## config.mk

```make
export PLATFORM = sky130hd
export DESIGN_NAME = rds_sweep_ctrl
export DESIGN_NICKNAME = d
export VERILOG_FILES = /design/src/include/rds_pkg.sv /design/src/design/rds_sweep_ctrl.sv
export VERILOG_INCLUDE_DIRS = /design/src /design/src/include
export SDC_FILE = /design/constraint.sdc
export NUM_CORES = 1
export LEC_CHECK = 0
export ABC_CLOCK_PERIOD_IN_PS = 16050
export BUFFER_PORTS_ARGS = -buffer_cell sky130_fd_sc_hd__buf_2
export CORE_ASPECT_RATIO = 1.25
export CORE_UTILIZATION = 60
export CTS_BUF_LIST = sky130_fd_sc_hd__clkbuf_16
export DETAILED_ROUTE_END_ITERATION = 16
export PLACE_DENSITY = 0.9
export SYNTH_ARGS = -nofsm -noshare
export SYNTH_HDL_FRONTEND = slang
export SYNTH_SLANG_ARGS = --single-unit
```

## constraint.sdc

```tcl
create_clock -name ref_clk -period 16.05 [get_ports ref_clk]
set_input_delay 1.605 -clock ref_clk [delete_from_list [all_inputs] [get_ports ref_clk]]
set_output_delay 1.605 -clock ref_clk [all_outputs]
set_load 0.02 [all_outputs]
```

## src/include/rds_defs.svh

```systemverilog
// register offsets, field positions and reset values of the sweep controller
// assumes inclusion by the package and the design file, byte addresses on Avalon-MM
`ifndef RDS_DEFS_SVH
`define RDS_DEFS_SVH

// byte offsets of the register words
`define RDS_OFS_CTRL 8'h00
`define RDS_OFS_DAC_LOW 8'h04
`define RDS_OFS_DAC_HIGH 8'h08
`define RDS_OFS_STEP 8'h0c
`define RDS_OFS_ZONE_LOW 8'h10
`define RDS_OFS_ZONE_HIGH 8'h14
`define RDS_OFS_BASE_PPS 8'h18
`define RDS_OFS_DENSE_PPS 8'h1c
`define RDS_OFS_SHIFT 8'h20
`define RDS_OFS_SETTLE 8'h24
`define RDS_OFS_HOLD 8'h28
`define RDS_OFS_PASSES 8'h2c
`define RDS_OFS_STATUS 8'h30
`define RDS_OFS_DAC_NOW 8'h34

// control word fields
`define RDS_CTRL_START 0
`define RDS_CTRL_ABORT 1
`define RDS_CTRL_MODE_LO 4
`define RDS_CTRL_MODE_HI 6
`define RDS_CTRL_AUTO_PD 8
`define RDS_CTRL_MAN_PD 9
`define RDS_CTRL_BYPASS 12
`define RDS_CTRL_BYP_LEVEL 13

// status word fields
`define RDS_ST_RUN 15
`define RDS_ST_GATE 14
`define RDS_ST_DENSE 13
`define RDS_ST_DOWN 12
`define RDS_ST_STATE_LO 8
`define RDS_ST_STATE_HI 10

// widths and reset values
`define RDS_DAC_W 13
`define RDS_STATUS_W 16
`define RDS_SHIFT_MAX 4'h9
`define RDS_DAC_FULL 13'h1fff
`define RDS_RST_PPS 24'h000001
`define RDS_RST_WAIT 24'h000004
`define RDS_RST_PASSES 8'h01
`define RDS_FRAME_DEPTH 512
`define RDS_SAMPLE_W 32

`endif

```

## src/include/rds_pkg.sv

```systemverilog
// types shared by the sweep controller
// assumes rds_defs.svh is on the include path
`include "rds_defs.svh"
package rds_pkg;

  // sweep sequencer states
  typedef enum logic [2:0] {
    RDS_IDLE = 3'b000,
    RDS_SETUP = 3'b001,
    RDS_SETTLE = 3'b010,
    RDS_AVERAGE = 3'b011,
    RDS_HOLD = 3'b100,
    RDS_CHECK = 3'b101
  } rds_state_e;

  // six sweep modes
  typedef enum logic [2:0] {
    RDS_ONCE_UP = 3'b000,
    RDS_ONCE_DOWN = 3'b001,
    RDS_REPEAT_UP = 3'b010,
    RDS_REPEAT_DOWN = 3'b011,
    RDS_BIDIR_UP = 3'b100,
    RDS_BIDIR_DOWN = 3'b101
  } rds_mode_e;

  // configuration held in registers
  typedef struct packed {
    logic [2:0] mode;
    logic autoPd;
    logic manualPd;
    logic bypass;
    logic bypassLevel;
    logic [`RDS_DAC_W-1:0] dacLow;
    logic [`RDS_DAC_W-1:0] dacHigh;
    logic [`RDS_DAC_W-1:0] step;
    logic [`RDS_DAC_W-1:0] zoneLow;
    logic [`RDS_DAC_W-1:0] zoneHigh;
    logic [23:0] basePps;
    logic [23:0] densePps;
    logic [3:0] shift;
    logic [23:0] settle;
    logic [23:0] hold;
    logic [7:0] passes;
  } rds_cfg_s;

  // outputs toward dac, sampler and thresholder
  typedef struct packed {
    logic [`RDS_DAC_W-1:0] dacCode;
    logic samplerGate;
    logic denseZoneFlag;
    logic [3:0] accumShift;
    logic thresholderPowerdown;
    logic frameDone;
  } rds_drive_s;

endpackage

```

## src/design/rds_sweep_ctrl.sv

```systemverilog
// sweep controller: steps the 13-bit quantizer reference dac, gates the sampler
// assumes an Avalon-MM master on ref_clk and strobe pins from the serial master
//
// Implementation choices: the register addresses and the Avalon-MM slave port.
`include "rds_defs.svh"
module rds_sweep_ctrl
  import rds_pkg::*;
#(
  parameter int CNT_W = 24
) (
  input wire logic ref_clk,
  input wire logic reset,
  input wire logic [7:0] avs_address,
  input wire logic avs_read,
  input wire logic avs_write,
  input wire logic [31:0] avs_writedata,
  input wire logic [3:0] avs_byteenable,
  output logic [31:0] avs_readdata,
  output logic avs_waitrequest,
  input wire logic runStartPin,
  input wire logic abortPin,
  output rds_drive_s drive,
  output logic runActive,
  output logic [`RDS_STATUS_W-1:0] statusWord
);

  // register state
  rds_cfg_s cfg_reg;
  rds_state_e state_reg;
  logic ack_reg;
  logic [31:0] rdata_reg;
  logic swStart_reg, swAbort_reg;
  logic [1:0] startSync_reg, abortSync_reg;
  logic startSeen_reg, abortSeen_reg;
  logic [`RDS_DAC_W-1:0] dac_reg;
  logic down_reg, gate_reg, dense_reg;
  logic [3:0] shiftOut_reg;
  logic run_reg, pd_reg, done_reg;
  logic [CNT_W-1:0] cnt_reg;
  logic [7:0] passLeft_reg;

  // decoded events
  logic busReq, wrHit, startEv, abortEv, inZone;
  logic [CNT_W-1:0] pulseTarget;
  logic [`RDS_DAC_W:0] upNext, downNext;
  logic pastBound, modeDown, modeRepeat, modeBidir;
  logic [31:0] regImage, wrMerged;

  // byte-lane merge for register writes
  function automatic logic [31:0] merge(input logic [31:0] old, input logic [31:0] wd,
                                         input logic [3:0] be);
    logic [31:0] r;
    r = old;
    for (int i = 0; i < 4; i++) begin
      if (be[i]) begin
        r[i*8 +: 8] = wd[i*8 +: 8];
      end
    end
    return r;
  endfunction

  // one wait state: waitrequest drops on the cycle after the request appears
  assign busReq = avs_read | avs_write;
  assign avs_waitrequest = ~ack_reg;
  assign avs_readdata = rdata_reg;
  assign wrHit = avs_write & ack_reg;
  assign wrMerged = merge(regImage, avs_writedata, avs_byteenable);

  always_ff @(posedge ref_clk or posedge reset) begin
    if (reset) begin
      ack_reg <= 1'b0;
    end else begin
      ack_reg <= busReq & ~ack_reg;
    end
  end

  // configuration writes, applied on the edge where waitrequest is low
  always_ff @(posedge ref_clk or posedge reset) begin
    if (reset) begin
      cfg_reg <= '0;
      cfg_reg.dacHigh <= `RDS_DAC_FULL;
      cfg_reg.step <= `RDS_DAC_W'(1);
      cfg_reg.basePps <= `RDS_RST_PPS;
      cfg_reg.densePps <= `RDS_RST_PPS;
      cfg_reg.settle <= `RDS_RST_WAIT;
      cfg_reg.hold <= `RDS_RST_WAIT;
      cfg_reg.passes <= `RDS_RST_PASSES;
    end else if (wrHit) begin
      if (avs_address == `RDS_OFS_CTRL) begin
        cfg_reg.mode <= wrMerged[`RDS_CTRL_MODE_HI:`RDS_CTRL_MODE_LO];
        cfg_reg.autoPd <= wrMerged[`RDS_CTRL_AUTO_PD];
        cfg_reg.manualPd <= wrMerged[`RDS_CTRL_MAN_PD];
        cfg_reg.bypass <= wrMerged[`RDS_CTRL_BYPASS];
        cfg_reg.bypassLevel <= wrMerged[`RDS_CTRL_BYP_LEVEL];
      end else if (avs_address == `RDS_OFS_DAC_LOW) cfg_reg.dacLow <= wrMerged[12:0];
      else if (avs_address == `RDS_OFS_DAC_HIGH) cfg_reg.dacHigh <= wrMerged[12:0];
      else if (avs_address == `RDS_OFS_STEP) cfg_reg.step <= wrMerged[12:0];
      else if (avs_address == `RDS_OFS_ZONE_LOW) cfg_reg.zoneLow <= wrMerged[12:0];
      else if (avs_address == `RDS_OFS_ZONE_HIGH) cfg_reg.zoneHigh <= wrMerged[12:0];
      else if (avs_address == `RDS_OFS_BASE_PPS) cfg_reg.basePps <= wrMerged[23:0];
      else if (avs_address == `RDS_OFS_DENSE_PPS) cfg_reg.densePps <= wrMerged[23:0];
      else if (avs_address == `RDS_OFS_SHIFT) cfg_reg.shift <= wrMerged[3:0];
      else if (avs_address == `RDS_OFS_SETTLE) cfg_reg.settle <= wrMerged[23:0];
      else if (avs_address == `RDS_OFS_HOLD) cfg_reg.hold <= wrMerged[23:0];
      else if (avs_address == `RDS_OFS_PASSES) cfg_reg.passes <= wrMerged[7:0];
    end
  end

  // control word image as it reads back
  function automatic logic [31:0] ctrlWord();
    logic [31:0] w;
    w = '0;
    w[`RDS_CTRL_MODE_HI:`RDS_CTRL_MODE_LO] = cfg_reg.mode;
    w[`RDS_CTRL_AUTO_PD] = cfg_reg.autoPd;
    w[`RDS_CTRL_MAN_PD] = cfg_reg.manualPd;
    w[`RDS_CTRL_BYPASS] = cfg_reg.bypass;
    w[`RDS_CTRL_BYP_LEVEL] = cfg_reg.bypassLevel;
    return w;
  endfunction

  // software strobes: self-clearing one-cycle pulses from the control word
  always_ff @(posedge ref_clk or posedge reset) begin
    if (reset) begin
      swStart_reg <= 1'b0;
      swAbort_reg <= 1'b0;
    end else begin
      swStart_reg <= wrHit & (avs_address == `RDS_OFS_CTRL) & avs_byteenable[0]
                     & avs_writedata[`RDS_CTRL_START];
      swAbort_reg <= wrHit & (avs_address == `RDS_OFS_CTRL) & avs_byteenable[0]
                     & avs_writedata[`RDS_CTRL_ABORT];
    end
  end

  // strobe pins from the serial side: two flops, then rising edge detect
  always_ff @(posedge ref_clk or posedge reset) begin
    if (reset) begin
      startSync_reg <= 2'h0;
      abortSync_reg <= 2'h0;
      startSeen_reg <= 1'b0;
      abortSeen_reg <= 1'b0;
    end else begin
      startSync_reg <= {startSync_reg[0], runStartPin};
      abortSync_reg <= {abortSync_reg[0], abortPin};
      startSeen_reg <= startSync_reg[1];
      abortSeen_reg <= abortSync_reg[1];
    end
  end

  // the serial master raises a pin at the strobe edge with length zero
  assign startEv = swStart_reg | (startSync_reg[1] & ~startSeen_reg);
  assign abortEv = swAbort_reg | (abortSync_reg[1] & ~abortSeen_reg);

  // mode decode
  assign modeDown = cfg_reg.mode[0];
  assign modeRepeat = (cfg_reg.mode == RDS_REPEAT_UP) | (cfg_reg.mode == RDS_REPEAT_DOWN);
  assign modeBidir = (cfg_reg.mode == RDS_BIDIR_UP) | (cfg_reg.mode == RDS_BIDIR_DOWN);

  // zone and pulse count selection
  assign inZone = (dac_reg >= cfg_reg.zoneLow) & (dac_reg <= cfg_reg.zoneHigh);
  always_comb begin
    if (cfg_reg.bypass & cfg_reg.bypassLevel) begin
      pulseTarget = CNT_W'(cfg_reg.densePps);
    end else if (inZone) begin
      pulseTarget = CNT_W'(cfg_reg.densePps);
    end else begin
      pulseTarget = CNT_W'(cfg_reg.basePps);
    end
  end

  // next code and end-of-pass test, one bit wider to catch wrap
  assign upNext = {1'b0, dac_reg} + {1'b0, cfg_reg.step};
  assign downNext = {1'b0, dac_reg} - {1'b0, cfg_reg.step};
  assign pastBound = down_reg ? (downNext[`RDS_DAC_W] | (downNext < {1'b0, cfg_reg.dacLow}))
                              : (upNext > {1'b0, cfg_reg.dacHigh});

  // sequencer state, abort wins over everything
  always_ff @(posedge ref_clk or posedge reset) begin
    if (reset) begin
      state_reg <= RDS_IDLE;
    end else if (abortEv) begin
      state_reg <= RDS_IDLE;
    end else begin
      case (state_reg)
        RDS_IDLE: begin
          if (startEv) begin
            state_reg <= RDS_SETUP;
          end
        end
        RDS_SETUP: begin
          state_reg <= RDS_SETTLE;
        end
        RDS_SETTLE: begin
          if (cnt_reg >= CNT_W'(cfg_reg.settle)) begin
            state_reg <= RDS_AVERAGE;
          end
        end
        RDS_AVERAGE: begin
          if (cnt_reg >= pulseTarget - CNT_W'(1)) begin
            state_reg <= RDS_HOLD;
          end
        end
        RDS_HOLD: begin
          if (cnt_reg >= CNT_W'(cfg_reg.hold)) begin
            state_reg <= RDS_CHECK;
          end
        end
        RDS_CHECK: begin
          if (!pastBound) begin
            state_reg <= RDS_SETTLE;
          end else if (passLeft_reg > 8'h01) begin
            state_reg <= RDS_SETUP;
          end else begin
            state_reg <= RDS_IDLE;
          end
        end
        default: begin
          state_reg <= RDS_IDLE;
        end
      endcase
    end
  end

  // phase counter, cleared on each state change
  always_ff @(posedge ref_clk or posedge reset) begin
    if (reset) begin
      cnt_reg <= '0;
    end else if (abortEv || state_reg == RDS_IDLE || state_reg == RDS_SETUP
                 || state_reg == RDS_CHECK) begin
      cnt_reg <= '0;
    end else if ((state_reg == RDS_SETTLE && cnt_reg >= CNT_W'(cfg_reg.settle))
                 || (state_reg == RDS_AVERAGE && cnt_reg >= pulseTarget - CNT_W'(1))
                 || (state_reg == RDS_HOLD && cnt_reg >= CNT_W'(cfg_reg.hold))) begin
      cnt_reg <= '0;
    end else begin
      cnt_reg <= cnt_reg + CNT_W'(1);
    end
  end

  // direction and remaining passes
  always_ff @(posedge ref_clk or posedge reset) begin
    if (reset) begin
      down_reg <= 1'b0;
      passLeft_reg <= `RDS_RST_PASSES;
    end else if (state_reg == RDS_IDLE && startEv && !abortEv) begin
      down_reg <= modeDown;
      passLeft_reg <= modeRepeat | modeBidir ? cfg_reg.passes : `RDS_RST_PASSES;
    end else if (state_reg == RDS_CHECK && pastBound && passLeft_reg > 8'h01 && !abortEv) begin
      passLeft_reg <= passLeft_reg - 8'h01;
      if (modeBidir) begin
        down_reg <= ~down_reg;
      end
    end
  end

  // dac code: initial bound at setup, stepped at check
  always_ff @(posedge ref_clk or posedge reset) begin
    if (reset) begin
      dac_reg <= '0;
    end else if (state_reg == RDS_SETUP && !abortEv) begin
      dac_reg <= down_reg ? cfg_reg.dacHigh : cfg_reg.dacLow;
    end else if (state_reg == RDS_CHECK && !pastBound && !abortEv) begin
      dac_reg <= down_reg ? downNext[`RDS_DAC_W-1:0]
                          : upNext[`RDS_DAC_W-1:0];
    end
  end

  // sampler gate high only while averaging, so dac updates see it low
  always_ff @(posedge ref_clk or posedge reset) begin
    if (reset) begin
      gate_reg <= 1'b0;
    end else if (abortEv) begin
      gate_reg <= 1'b0;
    end else if (state_reg == RDS_SETTLE && cnt_reg >= CNT_W'(cfg_reg.settle)) begin
      gate_reg <= 1'b1;
    end else if (state_reg == RDS_AVERAGE && cnt_reg >= pulseTarget - CNT_W'(1)) begin
      gate_reg <= 1'b0;
    end
  end

  // focus flag and accumulator weight; outside the zone samples weigh 2^shift, with shift saturating at 9
  always_ff @(posedge ref_clk or posedge reset) begin
    if (reset) begin
      dense_reg <= 1'b0;
      shiftOut_reg <= 4'h0;
    end else begin
      dense_reg <= inZone & (state_reg != RDS_IDLE) & ~(cfg_reg.bypass & cfg_reg.bypassLevel);
      if (cfg_reg.bypass & cfg_reg.bypassLevel) begin
        shiftOut_reg <= 4'h0;
      end else if (!inZone) begin
        shiftOut_reg <= (cfg_reg.shift > `RDS_SHIFT_MAX) ? `RDS_SHIFT_MAX : cfg_reg.shift;
      end else begin
        shiftOut_reg <= 4'h0;
      end
    end
  end

  // run flag and frame-ready pulse, both on ref_clk
  always_ff @(posedge ref_clk or posedge reset) begin
    if (reset) begin
      run_reg <= 1'b0;
      done_reg <= 1'b0;
    end else begin
      done_reg <= 1'b0;
      if (abortEv) begin
        run_reg <= 1'b0;
      end else if (state_reg == RDS_SETUP) begin
        run_reg <= 1'b1;
      end else if (state_reg == RDS_CHECK && pastBound && passLeft_reg <= 8'h01) begin
        run_reg <= 1'b0;
        done_reg <= 1'b1;
      end
    end
  end

  // thresholder powerdown follows the inverted run flag when automatic mode is set
  always_ff @(posedge ref_clk or posedge reset) begin
    if (reset) begin
      pd_reg <= 1'b0;
    end else begin
      pd_reg <= cfg_reg.manualPd | (cfg_reg.autoPd & ~run_reg);
    end
  end

  // read data captured from the image while waitrequest is high
  always_ff @(posedge ref_clk or posedge reset) begin
    if (reset) begin
      rdata_reg <= '0;
    end else if (avs_read & ~ack_reg) begin
      rdata_reg <= regImage;
    end
  end

  // register image at the bus address, shared by reads and write lane merging
  always_comb begin
    regImage = '0;
    if (avs_address == `RDS_OFS_CTRL) regImage = ctrlWord();
    else if (avs_address == `RDS_OFS_DAC_LOW) regImage = 32'(cfg_reg.dacLow);
    else if (avs_address == `RDS_OFS_DAC_HIGH) regImage = 32'(cfg_reg.dacHigh);
    else if (avs_address == `RDS_OFS_STEP) regImage = 32'(cfg_reg.step);
    else if (avs_address == `RDS_OFS_ZONE_LOW) regImage = 32'(cfg_reg.zoneLow);
    else if (avs_address == `RDS_OFS_ZONE_HIGH) regImage = 32'(cfg_reg.zoneHigh);
    else if (avs_address == `RDS_OFS_BASE_PPS) regImage = 32'(cfg_reg.basePps);
    else if (avs_address == `RDS_OFS_DENSE_PPS) regImage = 32'(cfg_reg.densePps);
    else if (avs_address == `RDS_OFS_SHIFT) regImage = 32'(cfg_reg.shift);
    else if (avs_address == `RDS_OFS_SETTLE) regImage = 32'(cfg_reg.settle);
    else if (avs_address == `RDS_OFS_HOLD) regImage = 32'(cfg_reg.hold);
    else if (avs_address == `RDS_OFS_PASSES) regImage = 32'(cfg_reg.passes);
    else if (avs_address == `RDS_OFS_STATUS) regImage = 32'(statusWord);
    else if (avs_address == `RDS_OFS_DAC_NOW) regImage = 32'(dac_reg);
  end

  // status word, msb is the run flag, shifted out msb first by the serial side
  always_comb begin
    statusWord = '0;
    statusWord[`RDS_ST_RUN] = run_reg;
    statusWord[`RDS_ST_GATE] = gate_reg;
    statusWord[`RDS_ST_DENSE] = dense_reg;
    statusWord[`RDS_ST_DOWN] = down_reg;
    statusWord[`RDS_ST_STATE_HI:`RDS_ST_STATE_LO] = state_reg;
    statusWord[7:0] = passLeft_reg;
  end

  // outward drive
  assign runActive = run_reg;
  assign drive.dacCode = dac_reg;
  assign drive.samplerGate = gate_reg;
  assign drive.denseZoneFlag = dense_reg;
  assign drive.accumShift = shiftOut_reg;
  assign drive.thresholderPowerdown = pd_reg;
  assign drive.frameDone = done_reg;

endmodule

```

# Word-level counts from Yosys, hierarchy flattened
# Cells that the tools add are included.
# totals
register_bits,279
in_bits,50
out_inout_bits,71
# op_classes
n_addsub,5
order_cmp,10
n_eq_ne,26
n_mux,52
n_bitwise,39
reduce_logical,41
# op_table
operator,count
$mux W24,15
$ge A24 B24 Y1,3
$mux W13,5
$eq A8 B6 Y1 const B,6
$mux W8,6
$eq A8 B5 Y1 const B,4
$mux W16,2
$add A24 B1 Y24 const B,1
$sub A24 B1 Y24 const B,1
$pmux W3 S6,1
$not A1 Y1,17
$eq A8 B4 Y1 const B,2
$mux W3,5
$add A13 B13 Y14,1
$and A1 B1 Y1,14
$gt A14 B13 Y1,1
$lt A14 B13 Y1,1
$mux W1,14
$sub A13 B13 Y14,1
$ge A13 B13 Y1,1
$le A13 B13 Y1,1
$reduce_and A13 Y1,1
$eq A3 B2 Y1 const B,4
$eq A3 B3 Y1 const B,4
other kinds (29),62

# Longest topological paths before layout
# depth
ltp_word,16
ltp_mapped,27

# Worst setup path after synthesis
# No wires, ideal clock.
# synth_timing
kind,reg-to-reg
from,register dac_reg[4]
to,register cnt_reg[10]
arrival_time_ps,5511
required_time_ps,15978
setup_slack_ps,10466
path_stages_with_launch,26
path_cell_list,dfrtp_1 -> ha_1 -> nand3_1 -> o41ai_1 -> nand2b_1 -> a211oi_1 -> a41oi_1 -> buf_2 -> buf_2 -> mux2i_1 -> ha_1 -> clkbuf_1 -> clkbuf_1 -> a211oi_1 -> a31oi_1 -> o311ai_0 -> ha_1 -> a21o_1 -> a2111oi_0 -> o221ai_1 -> nand2b_1 -> a21o_1 -> a21oi_1 -> o211ai_1 -> clkbuf_1 -> nor2_1
# synth_via
elab_chain_len,11
elab_cells_between_ends,12
# synth_rtl
element,line,source
start: declaration,rds_sweep_ctrl.sv:35,logic [`RDS_DAC_W-1:0] dac_reg;
start signal: assignment,rds_sweep_ctrl.sv:260,dac_reg <= down_reg ? cfg_reg.dacHigh : cfg_reg.dacLow;
start signal: assignment,rds_sweep_ctrl.sv:262,dac_reg <= down_reg ? downNext[`RDS_DAC_W-1:0]
$ge A13 B13 Y1 or $le A13 B13 Y1 (tied branches),rds_sweep_ctrl.sv:159,assign inZone = (dac_reg >= cfg_reg.zoneLow) & (dac_reg <= cfg_reg.zoneHigh);
$and A1 B1 Y1 (*),rds_sweep_ctrl.sv:159,
$mux W24 (*),rds_sweep_ctrl.sv:163,end else if (inZone) begin
$mux W24 (*),rds_sweep_ctrl.sv:161,if (cfg_reg.bypass & cfg_reg.bypassLevel) begin
$sub A24 B1 Y24 (*),rds_sweep_ctrl.sv:231,|| (state_reg == RDS_AVERAGE && cnt_reg >= pulseTarget - CNT_W'(1))
$ge A24 B24 Y1 (*),rds_sweep_ctrl.sv:231,
$logic_and A1 B1 Y1 (*),rds_sweep_ctrl.sv:231,
$logic_or A1 B1 Y1 (*),rds_sweep_ctrl.sv:231,
$logic_or A1 B1 Y1 (*),rds_sweep_ctrl.sv:232,|| (state_reg == RDS_HOLD && cnt_reg >= CNT_W'(cfg_reg.hold))) begin
$mux W24 (*),rds_sweep_ctrl.sv:230,end else if ((state_reg == RDS_SETTLE && cnt_reg >= CNT_W'(cfg_reg.settle))
$mux W24 (*),rds_sweep_ctrl.sv:227,end else if (abortEv || state_reg == RDS_IDLE || state_reg == RDS_SETUP
end signal: assignment,rds_sweep_ctrl.sv:235,cnt_reg <= cnt_reg + CNT_W'(1);
end: declaration,rds_sweep_ctrl.sv:39,logic [CNT_W-1:0] cnt_reg;
# Every way passes the cells marked *; elsewhere a longest branch is shown, timed or not.
# A chain may end at the register's enable or synchronous reset.

# Final worst setup path
# layout_timing
from,register dac_reg[8]
to,register cnt_reg[15]
# Same word-level chain as after synthesis.

==> run_results.csv <==
group,metric,value,unit
outcome,status,"finished, final reports clean",
synth,synth_area,18180,sq um
cts,clk_latency,0.57,ns
setup_path,cp_cell_sequence,"ha_1, nand4_1, o41ai_1, nand2b_1, a211oi_1, a41oi_4, buf_4, mux2i_1, ha_1, inv_1, or2_2, or4_1, nand2_1, nor2_1, ha_1, nand4_1, a2111oi_0, a21o_1, a21oi_1, o211ai_1, buf_4, nor2_1",
run,max_cap_violations,0,
synth,synth_commonest_cells,"258 x nand2_1, 251 x dfrtp_1, 204 x o21ai_0",
setup_path,cp_top_family,"compound AO/OA/AOI/OAI gates",
synth,synth_compound_area_share,18.57,%
floorplanning,die-area,31010,sq um
synth,synth-main-ff-cell,"dfrtp_1",
floorplanning,chipWidth,157.7,um
sta,rsz0062_at_grt,"false",
setup_path,crit_top_cell,"ha_1",
synth,ys_seq_area_share,37.43,%
final_layout,layoutNonFillerInstCount,2498,
final_layout,fin_util,66.85,%
global_route,grt_pass1_wl,92.58,mm
setup_path,critPathKind,"register to register",
floorplanning,core,29520,sq um
pwr,p_leak,9.099,nW
sta,setup_viol,0,
routing,via_count,16460,
routing,wl,60.48,mm
routing,routed_via_density,6.590,
cts,holdBufCountCts,0,
synth,yosys.area.top_type,"dfrtp_1",
sta,tightest_slew,1.328,ns
sta,slew-limit-headroom,11.25,%
setup_path,cp.required,16.49,ns
setup_path,worstSetupEndpointType,"register",
pwr,cellPowerDensity,137.4,nW/um^2
synth,yosysWarningCount,0,
sta,period_share,44.09,%
pwr,p_total,2.710,mW
floorplanning,io_pins,121,
cts,cts.sinks,271,
cts,cts_tree,"yes",
setup_path,critPathBufInv,3,
routing,drtIter0Drc,1529,
sta,whs,0.3482,ns
setup_path,critPathMaxStageDelay,0.67,ns
cts,cts_buffers,27,
synth,synth_xor_area_share,3.227,%
routing,drc_errors,0,
pwr,vdd_drop_max,0.1374,mV
final_layout,area_delta_synth_final,8.497,%
place,routabilityCongestion,1.004,
routing,detail_route.wl_per_cell,24.21,um
synth,yosysUniqueCellTypes,92,
synth,synth.most_common_cell,"nand2_1",
place,numPortBuffers,102,
sta,setup_tns,0,ns
cts,clock_path_buffers,3,
cts,root_buffer,"clkbuf_16",
synth,synth_edf_count,0,
place,dp_hpwl,43.96,mm
setup_path,crit_slowest_cell,"ha_1",
routing,dr.pass1.iters,7,
sta,finalHoldViolCount,0,
final_layout,largest_reg_flops,180,
synth,synthSimpleGateAreaFrac,16.36,%
synth,synth_adder_area_share,10.82,%
synth,yosysTopAreaCellShare,34.54,%
synth,synthTopCellsByArea,"dfrtp_1 35%, ha_1 11%, o21ai_0 5.6%",
sta,skew,0.01525,ns
sta,drv_slew,0,
global_route,antenna_found_initial,5,
synth,avgSynthCellArea,8.940,sq um
cts,postCtsSetupRepairBufs,0,
global_route,grt_pass1_vias,16440,
floorplanning,initial_utilization,61.61,%
global_route,overflow,0,
synth,synth_top_family_by_area,"compound AO/OA/AOI/OAI gates",
global_route,grtUsageTotal,39.89,%
setup_path,cp-start-kind,"register",
setup_path,cp_max_fo,41,
cts,cts_max_level,1,
floorplanning,rows,70,
setup_path,worst-endpoint-arrival,7.52,ns
sta,max_freq,141.3,MHz
final_layout,drive_above_1_share,13.67,%
min_path,hp-class,"register to register",
final_layout,nNetsFinal,2285,
floorplanning,fp.dieH,196.6,um
synth,muxShareOfSynthArea,7.286,%
synth,synthArstFlopShare,100.0,%
cts,post_cts_resized,0,
synth,syn_inst,2034,
routing,postRouteAntennaNets,0,
cts,cts.clk_slew.worst_paths,0.06,ns
global_route,grt_max_degree,132,
synth,synth_seq_cells,271,
sta,finalCriticalPeriod,7.077,ns
place,placed_cells,2446,
[cells in the final DEF, fill, tap and decap left out, types with 8 or more instances in the layout]
master	netlist	routed
a211oi_1	21	21
a21o_1	23	23
a21oi_1	88	88
a222oi_1	17	17
a22oi_1	20	20
a31oi_1	15	15
and3_1	20	20
buf_2	28	102
buf_4	21	26
clkbuf_16	0	27
clkinv_1	0	8
conb_1	1	9
dfrtp_1	251	251
dfstp_2	20	20
ha_1	154	154
inv_1	152	155
mux2_2	59	59
mux2i_1	39	38
mux4_2	12	12
nand2_1	258	258
nand2b_1	29	29
nand3_1	39	39
nand4_1	24	24
nor2_1	119	119
nor2b_1	11	11
nor3_1	41	41
nor4_1	10	10
o211ai_1	16	16
o21a_1	8	8
o21ai_0	204	204
o21ai_1	26	26
o31ai_1	10	10
or3_1	24	24
or4_1	14	14
xnor2_1	38	38
xor2_1	29	29
[routing by layer]
layer,vias up,share of wire (%),routed length [um],track usage (%)
li1,7349,-,-,-
met2,947,46,27940,63.83
met5,-,0.066,40,0
met1,7851,34,20560,43.40
met3,309,10,6117,10.80
met4,6,9.6,5816,34.84
[final timing paths]
kind / slack, ns / endpoint / cells past startpoint / startpoint
max: 8.97 / cnt_reg[15] / 22 / dac_reg[8]
min: 0.35 / abortSync_reg[1] / 0 / abortSync_reg[0]
max reg2reg: 8.97 / cnt_reg[15] / 22 / dac_reg[8]
min reg2reg: 0.35 / abortSync_reg[1] / 0 / abortSync_reg[0]
max in group asynchronous: 13.16 / dac_reg[5] / 3 / reset
min in group asynchronous: 1.17 / cfg_reg[98] / 2 / reset
[through the flow]
stage                     cell area [sq um]  setup WS (ns)
after floorplan                       18220          7.011
after global placement                18880          9.368
after detailed placement              18880          9.172
after CTS                             19720          9.146
after global routing                  19730          8.699
final                                 19730          8.973
[area by class of cell]
class / instances / area, sq um
timing repair buffer: 128 / 705.7
inverter: 152 / 578.1
fill: 2295 / 9786
clock inverter: 22 / 167.7
clock buffer: 27 / 675.6
antenna: 3 / 7.507
sequential: 271 / 6807
multi-input combinational: 1499 / 10290
tap: 396 / 495.5
[where the power goes]
group,internal (mW),leakage (nW),total [mW],switching [mW]
clock,0.339,0.433,0.620,0.281
combinational,0.492,5.01,1.27,0.781
sequential,0.723,3.66,0.818,0.0951
total,1.55,9.10,2.71,1.16
[worst reg2reg max path, cell delays in order, from the launching register on]
cell and delay [ns]:
dfrtp_1 0.60, ha_1 0.44, nand4_1 0.17, o41ai_1 0.45
nand2b_1 0.16, a211oi_1 0.08, a41oi_4 0.19, buf_4 0.45
mux2i_1 0.44, ha_1 0.67, inv_1 0.25, or2_2 0.36
or4_1 0.40, nand2_1 0.08, nor2_1 0.06, ha_1 0.29
nand4_1 0.12, a2111oi_0 0.62, a21o_1 0.24, a21oi_1 0.07
o211ai_1 0.41, buf_4 0.34, nor2_1 0.08
[cell families after synthesis]
logic type               after synthesis
flip-flops                           271
AO/OA/AOI/OAI                        534
adder cells (fa/ha/maj)              156
XOR/XNOR                              67
multiplexers                         110
other                                  1
buffers and inverters                272
AND/OR/NAND/NOR                      623
Power figures use the tool's default switching activity.
